File: config.mk
export PLATFORM = sky130hd
export DESIGN_NAME = apc_counters
export DESIGN_NICKNAME = d
export VERILOG_FILES = /design/src/rtl/apc_pkg.sv /design/src/rtl/apc_counters.sv
export SDC_FILE = /design/constraint.sdc
export NUM_CORES = 1
export LEC_CHECK = 0
export BUFFER_PORTS_ARGS = -buffer_cell sky130_fd_sc_hd__buf_2
export CAP_MARGIN = 30
export CORE_ASPECT_RATIO = 1.2
export CORE_MARGIN = 2
export CORE_UTILIZATION = 55
export CTS_CLUSTER_SIZE = 12
export DETAILED_ROUTE_END_ITERATION = 16
export PLACE_DENSITY = 0.77
export SLEW_MARGIN = 40
export SYNTH_ARGS = -nofsm -noshare
export SYNTH_HDL_FRONTEND = slang
export SYNTH_SLANG_ARGS = --single-unit
File: constraint.sdc
create_clock -name hclk -period 2.1 [get_ports hclk]
set_input_delay 0.42 -clock hclk [delete_from_list [all_inputs] [get_ports hclk]]
set_output_delay 0.42 -clock hclk [all_outputs]
set_load 0.01 [all_outputs]
File: src/rtl/apc_pkg.sv
// Constants and types for the acquisition progress counters and
// interrupt status bank.
// Assumes one system clock; event strobes come from same-clock logic.
//
// Summary of operation
// Volume counter, 24 bits, counts each complete volume acquired.
// Frame counter, 24 bits, counts each frame acquired.
// Line counter, 24 bits, counts each line acquired.
// Word counter, 24 bits, counts acquired sixteen-byte data words.
// Writing zero to any counter clears it at once, whatever is acquiring.
// Clear mode decides what a counter does at its maximum value.
// Volume/frame/line clear select 29..28: acq, volume, frame, line start.
// Volume/frame/line update select 31..30: live, volume, frame, line end.
// Word clear select: acquisition, frame, line, word window start.
// Word update select: live, frame, line, word window end.
// Status bit 0 sets when the frame window closes.
// Status bit 1 sets when the line window closes.
// Status bit 2 sets when the volume window closes; bit 3 reserved.
// Bits 4, 5, 6 flag second encoder, first encoder and trigger events.
// Bits 7, 8, 9 flag frame, line and volume window start.
// Bits 26, 27, 28 flag buffer fault, sync loss, dropped host packet.
// Bit 29 mirrors bit 0, set and cleared together with it.
// Board enable gates the interrupt output; summary bit shows any active.
// Each status bit has a mask bit at the same position.
// Flags stay set until software clears; reserved bits read zero.
// Non-live update shows a snapshot at window end; count keeps running.
package apc_pkg;

  // Register byte offsets
  localparam logic [7:0] APC_OFF_VOLUME = 8'h00;
  localparam logic [7:0] APC_OFF_FRAME  = 8'h04;
  localparam logic [7:0] APC_OFF_LINE   = 8'h08;
  localparam logic [7:0] APC_OFF_WORD   = 8'h0c;
  localparam logic [7:0] APC_OFF_STATUS = 8'h10;
  localparam logic [7:0] APC_OFF_MASK   = 8'h14;
  localparam logic [7:0] APC_OFF_BOARD  = 8'h18;

  // Counter register fields
  localparam int APC_CNT_W      = 24;
  localparam int APC_CLR_LSB    = 28;
  localparam int APC_UPD_LSB    = 30;
  localparam logic [1:0] APC_CLR_ACQ  = 2'h0;
  localparam logic [1:0] APC_UPD_LIVE = 2'h0;

  // Status bit positions
  localparam int APC_ST_FRAME_END   = 0;
  localparam int APC_ST_LINE_END    = 1;
  localparam int APC_ST_VOLUME_END  = 2;
  localparam int APC_ST_ENC_SECOND  = 4;
  localparam int APC_ST_ENC_FIRST   = 5;
  localparam int APC_ST_TRIGGER     = 6;
  localparam int APC_ST_FRAME_START = 7;
  localparam int APC_ST_LINE_START  = 8;
  localparam int APC_ST_VOL_START   = 9;
  localparam int APC_ST_BUF_FAULT   = 26;
  localparam int APC_ST_SYNC_LOST   = 27;
  localparam int APC_ST_PKT_DROP    = 28;
  localparam int APC_ST_LEGACY      = 29;
  localparam logic [31:0] APC_ST_IMPL = 32'h3c00_03f7;

  // Board control bits
  localparam int APC_BRD_ANY    = 7;
  localparam int APC_BRD_ENABLE = 8;

  // Reset values
  localparam logic [31:0] APC_RST_WORD = 32'h0000_0000;

  // AHB encodings
  localparam logic [2:0] APC_HSIZE_WORD = 3'h2;
  localparam logic       APC_HRESP_OKAY = 1'h0;

  // One-cycle strobes from the window sequencer
  typedef struct packed {
    logic acq_start;
    logic volume_start;
    logic volume_end;
    logic frame_start;
    logic frame_end;
    logic line_start;
    logic line_end;
    logic word_start;
    logic word_end;
    logic word_done;
    logic encoder_second;
    logic encoder_first;
    logic trigger;
    logic buffer_fault;
    logic sync_lost;
    logic packet_dropped;
  } apc_events_type;

endpackage : apc_pkg

File: src/rtl/apc_counters.sv
// Acquisition progress counters and interrupt status, AHB-Lite slave.
// Assumes event strobes are one-cycle pulses on hclk; single word
// transfers only; ce low freezes all state and must not fall mid-transfer.
`timescale 1ns/10ps

module apc_counters (
  // Clock, reset, enable
  input  wire logic                    hclk,
  input  wire logic                    hresetn,
  input  wire logic                    ce,
  // AHB-Lite slave
  input  wire logic                    hsel,
  input  wire logic [31:0]             haddr,
  input  wire logic [1:0]              htrans,
  input  wire logic                    hwrite,
  input  wire logic [2:0]              hsize,
  input  wire logic [31:0]             hwdata,
  input  wire logic                    hready,
  output logic      [31:0]             hrdata,
  output logic                         hreadyout,
  output logic                         hresp,
  // Window sequencer events
  input  wire apc_pkg::apc_events_type events,
  // Board interrupt
  output logic                         irq
);

  ////////////////////////////////////////////////////////////////////////
  // Bus state

  logic        wr_pend_reg;
  logic        rd_pend_reg;
  logic [7:0]  addr_reg;
  logic        addr_ok_reg;
  logic [31:0] hrdata_reg;
  logic        hreadyout_reg;
  logic        hresp_reg;
  logic        irq_reg;
  logic        take;
  logic        word_sized;
  logic        wr_do;
  logic [31:0] rd_mux;

  assign take = hsel & hready & htrans[1] & hreadyout_reg;
  assign word_sized = (hsize == apc_pkg::APC_HSIZE_WORD);
  assign wr_do = wr_pend_reg & addr_ok_reg;

  // Address phase capture; reads get one wait state so a write just
  // before is already visible in the data returned
  always_ff @(posedge hclk or negedge hresetn) begin
    if (!hresetn) begin
      wr_pend_reg <= 1'b0;
      rd_pend_reg <= 1'b0;
      addr_reg    <= 8'h00;
      addr_ok_reg <= 1'b0;
    end else if (ce) begin
      wr_pend_reg <= take & hwrite & word_sized;
      rd_pend_reg <= take & ~hwrite;
      if (take) begin
        addr_reg    <= haddr[7:0];
        addr_ok_reg <= (haddr[31:8] == 24'h000000);
      end
    end
  end

  always_ff @(posedge hclk or negedge hresetn) begin
    if (!hresetn) begin
      hreadyout_reg <= 1'b1;
      hresp_reg     <= apc_pkg::APC_HRESP_OKAY;
      hrdata_reg    <= apc_pkg::APC_RST_WORD;
    end else if (ce) begin
      hresp_reg <= apc_pkg::APC_HRESP_OKAY;
      if (take && !hwrite) begin
        hreadyout_reg <= 1'b0;
      end else if (rd_pend_reg) begin
        hreadyout_reg <= 1'b1;
        hrdata_reg    <= addr_ok_reg ? rd_mux : apc_pkg::APC_RST_WORD;
      end
    end
  end

  assign hrdata    = hrdata_reg;
  assign hreadyout = hreadyout_reg;
  assign hresp     = hresp_reg;

  ////////////////////////////////////////////////////////////////////////
  // Counters: 0 volume, 1 frame, 2 line, 3 word

  logic [23:0] count_reg [4];
  logic [23:0] shown_reg [4];
  logic [1:0]  clr_sel_reg [4];
  logic [1:0]  upd_sel_reg [4];
  logic [3:0]  inc_ev;
  logic [3:0]  clr_src [4];
  logic [3:0]  upd_src [4];
  logic [3:0]  wr_cnt;

  // Counting strobes per counter
  assign inc_ev = {events.word_done,
                   events.line_end,
                   events.frame_end,
                   events.volume_end};

  // Clear sources indexed by clear select code
  assign clr_src[0] = {events.line_start, events.frame_start,
                       events.volume_start, events.acq_start};
  assign clr_src[1] = clr_src[0];
  assign clr_src[2] = clr_src[0];
  assign clr_src[3] = {events.word_start, events.line_start,
                       events.frame_start, events.acq_start};

  // Snapshot sources indexed by update select code; code 0 is live
  assign upd_src[0] = {events.line_end, events.frame_end,
                       events.volume_end, 1'b0};
  assign upd_src[1] = upd_src[0];
  assign upd_src[2] = upd_src[0];
  assign upd_src[3] = {events.word_end, events.line_end,
                       events.frame_end, 1'b0};

  genvar gi;
  generate
    for (gi = 0; gi < 4; gi++) begin : g_cnt
      logic [23:0] count_next;
      logic        clr_now;
      logic        upd_now;
      logic        at_max;

      assign wr_cnt[gi] = wr_do && (addr_reg == 8'(gi * 4));
      assign clr_now = clr_src[gi][clr_sel_reg[gi]];
      assign upd_now = upd_src[gi][upd_sel_reg[gi]];
      assign at_max  = (count_reg[gi] == 24'hff_ffff);

      // A clear and a count in one cycle start the new interval at one
      always_comb begin
        count_next = count_reg[gi];
        if (clr_now) begin
          count_next = 24'h00_0000;
        end
        if (inc_ev[gi]) begin
          if (clr_now) begin
            count_next = 24'h00_0001;
          end else if (at_max) begin
            // Cleared only at acquisition start: hold, else wrap
            if (clr_sel_reg[gi] == apc_pkg::APC_CLR_ACQ) begin
              count_next = count_reg[gi];
            end else begin
              count_next = 24'h00_0000;
            end
          end else begin
            count_next = count_reg[gi] + 24'h00_0001;
          end
        end
      end

      // Running count; a software zero wins over any event
      always_ff @(posedge hclk or negedge hresetn) begin
        if (!hresetn) begin
          count_reg[gi] <= 24'h00_0000;
        end else if (ce) begin
          if (wr_cnt[gi] && hwdata[23:0] == 24'h00_0000) begin
            count_reg[gi] <= 24'h00_0000;
          end else begin
            count_reg[gi] <= count_next;
          end
        end
      end

      // Readable value: live, or snapshot at the chosen window end
      always_ff @(posedge hclk or negedge hresetn) begin
        if (!hresetn) begin
          shown_reg[gi] <= 24'h00_0000;
        end else if (ce) begin
          if (wr_cnt[gi] && hwdata[23:0] == 24'h00_0000) begin
            shown_reg[gi] <= 24'h00_0000;
          end else if (upd_sel_reg[gi] == apc_pkg::APC_UPD_LIVE) begin
            shown_reg[gi] <= count_next;
          end else if (upd_now) begin
            shown_reg[gi] <= count_next;
          end
        end
      end

      // Mode fields
      always_ff @(posedge hclk or negedge hresetn) begin
        if (!hresetn) begin
          clr_sel_reg[gi] <= 2'h0;
          upd_sel_reg[gi] <= 2'h0;
        end else if (ce && wr_cnt[gi]) begin
          clr_sel_reg[gi] <= hwdata[apc_pkg::APC_CLR_LSB +: 2];
          upd_sel_reg[gi] <= hwdata[apc_pkg::APC_UPD_LSB +: 2];
        end
      end
    end
  endgenerate

  ////////////////////////////////////////////////////////////////////////
  // Interrupt status, mask and board control

  logic [31:0] status_reg;
  logic [31:0] mask_reg;
  logic        enable_reg;
  logic        any_reg;
  logic [31:0] set_vec;
  logic [31:0] clr_vec;
  logic        wr_status;

  assign wr_status = wr_do && (addr_reg == apc_pkg::APC_OFF_STATUS);

  always_comb begin
    set_vec = 32'h0000_0000;
    set_vec[apc_pkg::APC_ST_FRAME_END]   = events.frame_end;
    set_vec[apc_pkg::APC_ST_LINE_END]    = events.line_end;
    set_vec[apc_pkg::APC_ST_VOLUME_END]  = events.volume_end;
    set_vec[apc_pkg::APC_ST_ENC_SECOND]  = events.encoder_second;
    set_vec[apc_pkg::APC_ST_ENC_FIRST]   = events.encoder_first;
    set_vec[apc_pkg::APC_ST_TRIGGER]     = events.trigger;
    set_vec[apc_pkg::APC_ST_FRAME_START] = events.frame_start;
    set_vec[apc_pkg::APC_ST_LINE_START]  = events.line_start;
    set_vec[apc_pkg::APC_ST_VOL_START]   = events.volume_start;
    set_vec[apc_pkg::APC_ST_BUF_FAULT]   = events.buffer_fault;
    set_vec[apc_pkg::APC_ST_SYNC_LOST]   = events.sync_lost;
    set_vec[apc_pkg::APC_ST_PKT_DROP]    = events.packet_dropped;
    set_vec[apc_pkg::APC_ST_LEGACY]      = events.frame_end;
  end

  // Write one to clear; clearing either of bits 0/29 clears both
  always_comb begin
    clr_vec = wr_status ? hwdata : 32'h0000_0000;
    if (clr_vec[apc_pkg::APC_ST_FRAME_END] ||
        clr_vec[apc_pkg::APC_ST_LEGACY]) begin
      clr_vec[apc_pkg::APC_ST_FRAME_END] = 1'b1;
      clr_vec[apc_pkg::APC_ST_LEGACY]    = 1'b1;
    end
  end

  // Sticky; a new event beats a clear in the same cycle
  always_ff @(posedge hclk or negedge hresetn) begin
    if (!hresetn) begin
      status_reg <= apc_pkg::APC_RST_WORD;
    end else if (ce) begin
      status_reg <= ((status_reg & ~clr_vec) | set_vec)
                    & apc_pkg::APC_ST_IMPL;
    end
  end

  // Mask bit set lets the matching status bit reach the summary
  always_ff @(posedge hclk or negedge hresetn) begin
    if (!hresetn) begin
      mask_reg <= apc_pkg::APC_RST_WORD;
    end else if (ce && wr_do && addr_reg == apc_pkg::APC_OFF_MASK) begin
      mask_reg <= hwdata & apc_pkg::APC_ST_IMPL;
    end
  end

  always_ff @(posedge hclk or negedge hresetn) begin
    if (!hresetn) begin
      enable_reg <= 1'b0;
    end else if (ce && wr_do && addr_reg == apc_pkg::APC_OFF_BOARD) begin
      enable_reg <= hwdata[apc_pkg::APC_BRD_ENABLE];
    end
  end

  // Summary and output both registered so irq comes from a flop
  always_ff @(posedge hclk or negedge hresetn) begin
    if (!hresetn) begin
      any_reg <= 1'b0;
      irq_reg <= 1'b0;
    end else if (ce) begin
      any_reg <= |(status_reg & mask_reg);
      irq_reg <= enable_reg & (|(status_reg & mask_reg));
    end
  end

  assign irq = irq_reg;

  ////////////////////////////////////////////////////////////////////////
  // Read mux

  function automatic logic [31:0] cnt_word(input logic [1:0]  upd,
                                           input logic [1:0]  clr,
                                           input logic [23:0] val);
    cnt_word = {upd, clr, 4'h0, val};
  endfunction : cnt_word

  always_comb begin
    case (addr_reg)
      apc_pkg::APC_OFF_VOLUME:
        rd_mux = cnt_word(upd_sel_reg[0], clr_sel_reg[0], shown_reg[0]);
      apc_pkg::APC_OFF_FRAME:
        rd_mux = cnt_word(upd_sel_reg[1], clr_sel_reg[1], shown_reg[1]);
      apc_pkg::APC_OFF_LINE:
        rd_mux = cnt_word(upd_sel_reg[2], clr_sel_reg[2], shown_reg[2]);
      apc_pkg::APC_OFF_WORD:
        rd_mux = cnt_word(upd_sel_reg[3], clr_sel_reg[3], shown_reg[3]);
      apc_pkg::APC_OFF_STATUS:
        rd_mux = status_reg;
      apc_pkg::APC_OFF_MASK:
        rd_mux = mask_reg;
      apc_pkg::APC_OFF_BOARD:
        rd_mux = {23'h000000, enable_reg, any_reg, 7'h00};
      default:
        rd_mux = apc_pkg::APC_RST_WORD;
    endcase
  end

endmodule : apc_counters

==> impl_metrics.tcl <==
set metrics [dict create \
    cts-root-buf "clkbuf_16" \
    ys_warn_count 0 \
    skew_ps 12.9 \
    power.switching_mw 3.17 \
    maxSlewHeadroom_pct 43.4 \
    worstPathArrival_ps 2790 \
    path_max_fanout 7 \
    period_share_pct 111 \
    hold_class "primary input to register" \
    ys_seq_area_share_pct 45.7 \
    path_delay_family "simple AND/OR/NAND/NOR gates" \
    antenna_found_initial 1 \
    p_sw_share_pct 25.0 \
    clkTransAtPathRegs_ps 60 \
    grt_pass1_wl_mm 86.1 \
    crit_buf_inv 3 \
    worst_setup_path_end_kind "register" \
    crit_chain "or4_4 > buf_6 > nor2_4 > and3_4 > buf_6 > o21ai_4 > buf_12 > mux2_2" \
    p_int_mw 9.53 \
    clock_power_share_pct 45.1 \
    cts_buffer_depth 3 \
    power_density_nw_per_um2 596 \
    port_buffers 119 \
    status "finished, violations left" \
    required_ps 2550 \
    wl_per_cell_um 24.4 \
    cts_tree "built" \
    final_cell_area_um2 21300 \
    worst_pin_slew_ps 850 \
    firstDrtPassIters 11 \
    hold_violations 0 \
    synthDistinctLibCells 83 \
    drc_errors 0 \
    finalMaxSlewViolations 0 \
    grtUsageTotal_pct 37.4 \
    yosys_register_bits 279 \
    setup_violations 122 \
    grt_pass1_vias 15500 \
    slowest_delay_ps 580 \
    cts_max_level 1 \
    rows 66 \
    max_freq_mhz 427 \
    final_common_cell "buf_4" \
    cp_slowest_cell "or4_4" \
    drive_gt1_share_pct 40.7 \
    ant_nets 0 \
    core_um2 27300 \
    synth.cell_area_um2 15300 \
    syn2layout_area_growth_pct 39.5 \
    p_leak_nw 9.59 \
    die_w_um 156 \
    wirelength_mm 58.1 \
    final_cell_mix "295 x buf_4, 273 x dfrtp_1, 169 x nand2_1, 117 x buf_2, 81 x nor2_1" \
    cts_buffers 31 \
    critPathKind "register to register" \
    rsz0062_at_grt "true" \
    insertion_delay_ps 570 \
    synthArstFlopShare_pct 100 \
    hpwl_mm 39.2 \
    syn_area_per_cell_um2 9.45 \
    drt_iter0_markers 2157 \
    die_h_um 187 \
    period_needed_ps 2340 \
    fill_cells 1639 \
    grt_max_degree 62 \
    postSynthCellCount 1617 \
    start_util_pct 56.1 \
    combPwrFrac_pct 11.2 \
    grt_overflow 0 \
    crit_path_start_kind "register" \
    num_vias 16300 \
    crit_top_cell "buf_6" \
    placed_area_um2 18700 \
    gp_congestion 1.01 \
    fin_util_pct 78.2 \
    max-cap-violations 0 \
    fin_nets 2108 \
    p_seq_share_pct 43.7 \
    synth_edf_count 0 \
    violations "negative setup slack" \
    irDropWorstVdd_uv 560 \
    viasPerCell 6.85 \
    io_pins 126 \
    die_area_um2 29100 \
    worst_slack_ps -240 \
    cts.sinks 279 \
    ys.flop_type "dfrtp_1" \
]
==> worst register-to-register path, delay by kind of cell, from the launching register on <==
family                 cells  cell delay, ps
DFF                        1             420
and+or+nand+nor            3             980
AOI/OAI and AO/OA          1             130
buffers and inverters      3             430
muxes                      1             270
==> metal layers <==
layer / part of all wire, % / routed length [um] / GRT usage (%)
met2: 46 / 27000 / 60.7
met3: 11 / 6180 / 7.08
met1: 36 / 21000 / 48.1
met4: 6.8 / 3940 / 18.4
met5: 0.022 / 13 / 0
==> cell usage after synthesis (5+ instances only) <==
library cell	count	area share, %
a32oi_1	5	0.29
a21o_1	18	0.88
a32o_1	6	0.39
o21a_1	5	0.25
and4_1	19	1.1
a31oi_1	27	1.1
inv_1	17	0.42
buf_1	5	0.12
mux2i_1	21	1.4
o211ai_1	6	0.29
and2_1	15	0.61
a41oi_1	7	0.40
buf_2	8	0.26
a31o_2	11	0.63
a22oi_1	29	1.4
and3_1	37	1.5
or3_1	15	0.61
buf_4	7	0.34
nor2_1	98	2.4
mux2_2	83	6.1
a21boi_0	18	0.88
a21oi_1	98	3.2
nand2_1	183	4.5
nor3_1	29	0.95
o31ai_1	48	2.4
nor4_1	28	1.1
o21ai_0	112	3.7
nand3_1	74	2.4
nand2b_1	5	0.20
o2bb2ai_1	15	0.86
dfrtp_1	278	46
nand4_1	40	1.6
clkbuf_1	96	2.4
nor2b_1	9	0.37
a22oi_2	5	0.41
a222oi_1	37	2.4
a22o_1	24	1.4
==> path summary, 6_finish.rpt <==
path | start | to | slack (ps) | cells past startpoint
worst max-delay path | addr_reg[6]$_DFFE_PN0P_ | shown_reg[35]$_DFFE_PN0P_ | -240 | 8
worst max register to register | addr_reg[6]$_DFFE_PN0P_ | shown_reg[35]$_DFFE_PN0P_ | -240 | 8
max in group asynchronous | hresetn | mask_reg[6]$_DFFE_PN0P_ | 990 | 4
worst min-delay path | events[5] | status_reg[4]$_DFFE_PN0P_ | 90 | 2
min in group asynchronous | hresetn | count_reg[19]$_DFFE_PN0P_ | 340 | 2
worst min register to register | hrdata[6]$_DFFE_PN0P_ | hrdata[6]$_DFFE_PN0P_ | 480 | 1
==> through the flow <==
| stage | worst slack [ps] | cells | power (mW) | hold WS (ps) | TNS (ps) |
|---|---|---|---|---|---|
| 3_3_place_gp | -228 | 2289 | 6.79 | 346 | -18330 |
| 4_1_cts | -185 | 2347 | 12.5 | 75.8 | -9990 |
| 6_report | -240 | 2377 | 12.7 | 85.3 | -15650 |
| 5_1_grt | -262 | 2375 | 13.0 | 89.5 | -19450 |
| 2_1_floorplan | -45.3 | 1619 | 6.12 | 124 | -532 |
| 3_5_place_dp | -229 | 2289 | 6.81 | 342 | -21000 |
==> cells by family after synthesis <==
kind of cell    share of synthesized area, %
compound gates                          22.5
xor+xnor                               0.172
fa+ha+maj                              0.328
buf+inv                                 3.70
flops                                   45.7
mux                                     8.48
other cells                           0.0245
simple gates                            19.1
==> power groups by stage <==
stage                     Sequential, mW  Clock (mW)  Combinational, mW
final                               5.55        5.73               1.42
after global routing                5.56        5.96               1.51
after CTS                           5.55        5.73               1.26
after detailed placement            5.64           0               1.17
after global placement              5.64           0               1.15
after floorplan                     5.64           0              0.479
==> final cells by class <==
class / count / area (um2) / share of cell area, %
Timing Repair Buffer: 478 / 3790 / 17.8
Sequential cell: 279 / 6990 / 32.8
Tap cell: 340 / 425 / 2.00
Clock buffer: 46 / 952 / 4.47
Multi-Input combinational cell: 1205 / 8960 / 42.1
Clock inverter: 9 / 120 / 0.564
Antenna cell: 2 / 5.00 / 0.0235
Inverter: 18 / 67.6 / 0.317
==> what timing repair did <==
action                                 4_1_cts  5_1_grt
cloned                                       2        5
hold buffers                                 1        0
setup endpoints to repair                  165      223
pin swaps                                   43       68
setup buffers                               18       31
endpoints found under the hold margin       38        0
gates resized for setup                    163      181
Power figures use the tool's default switching activity.
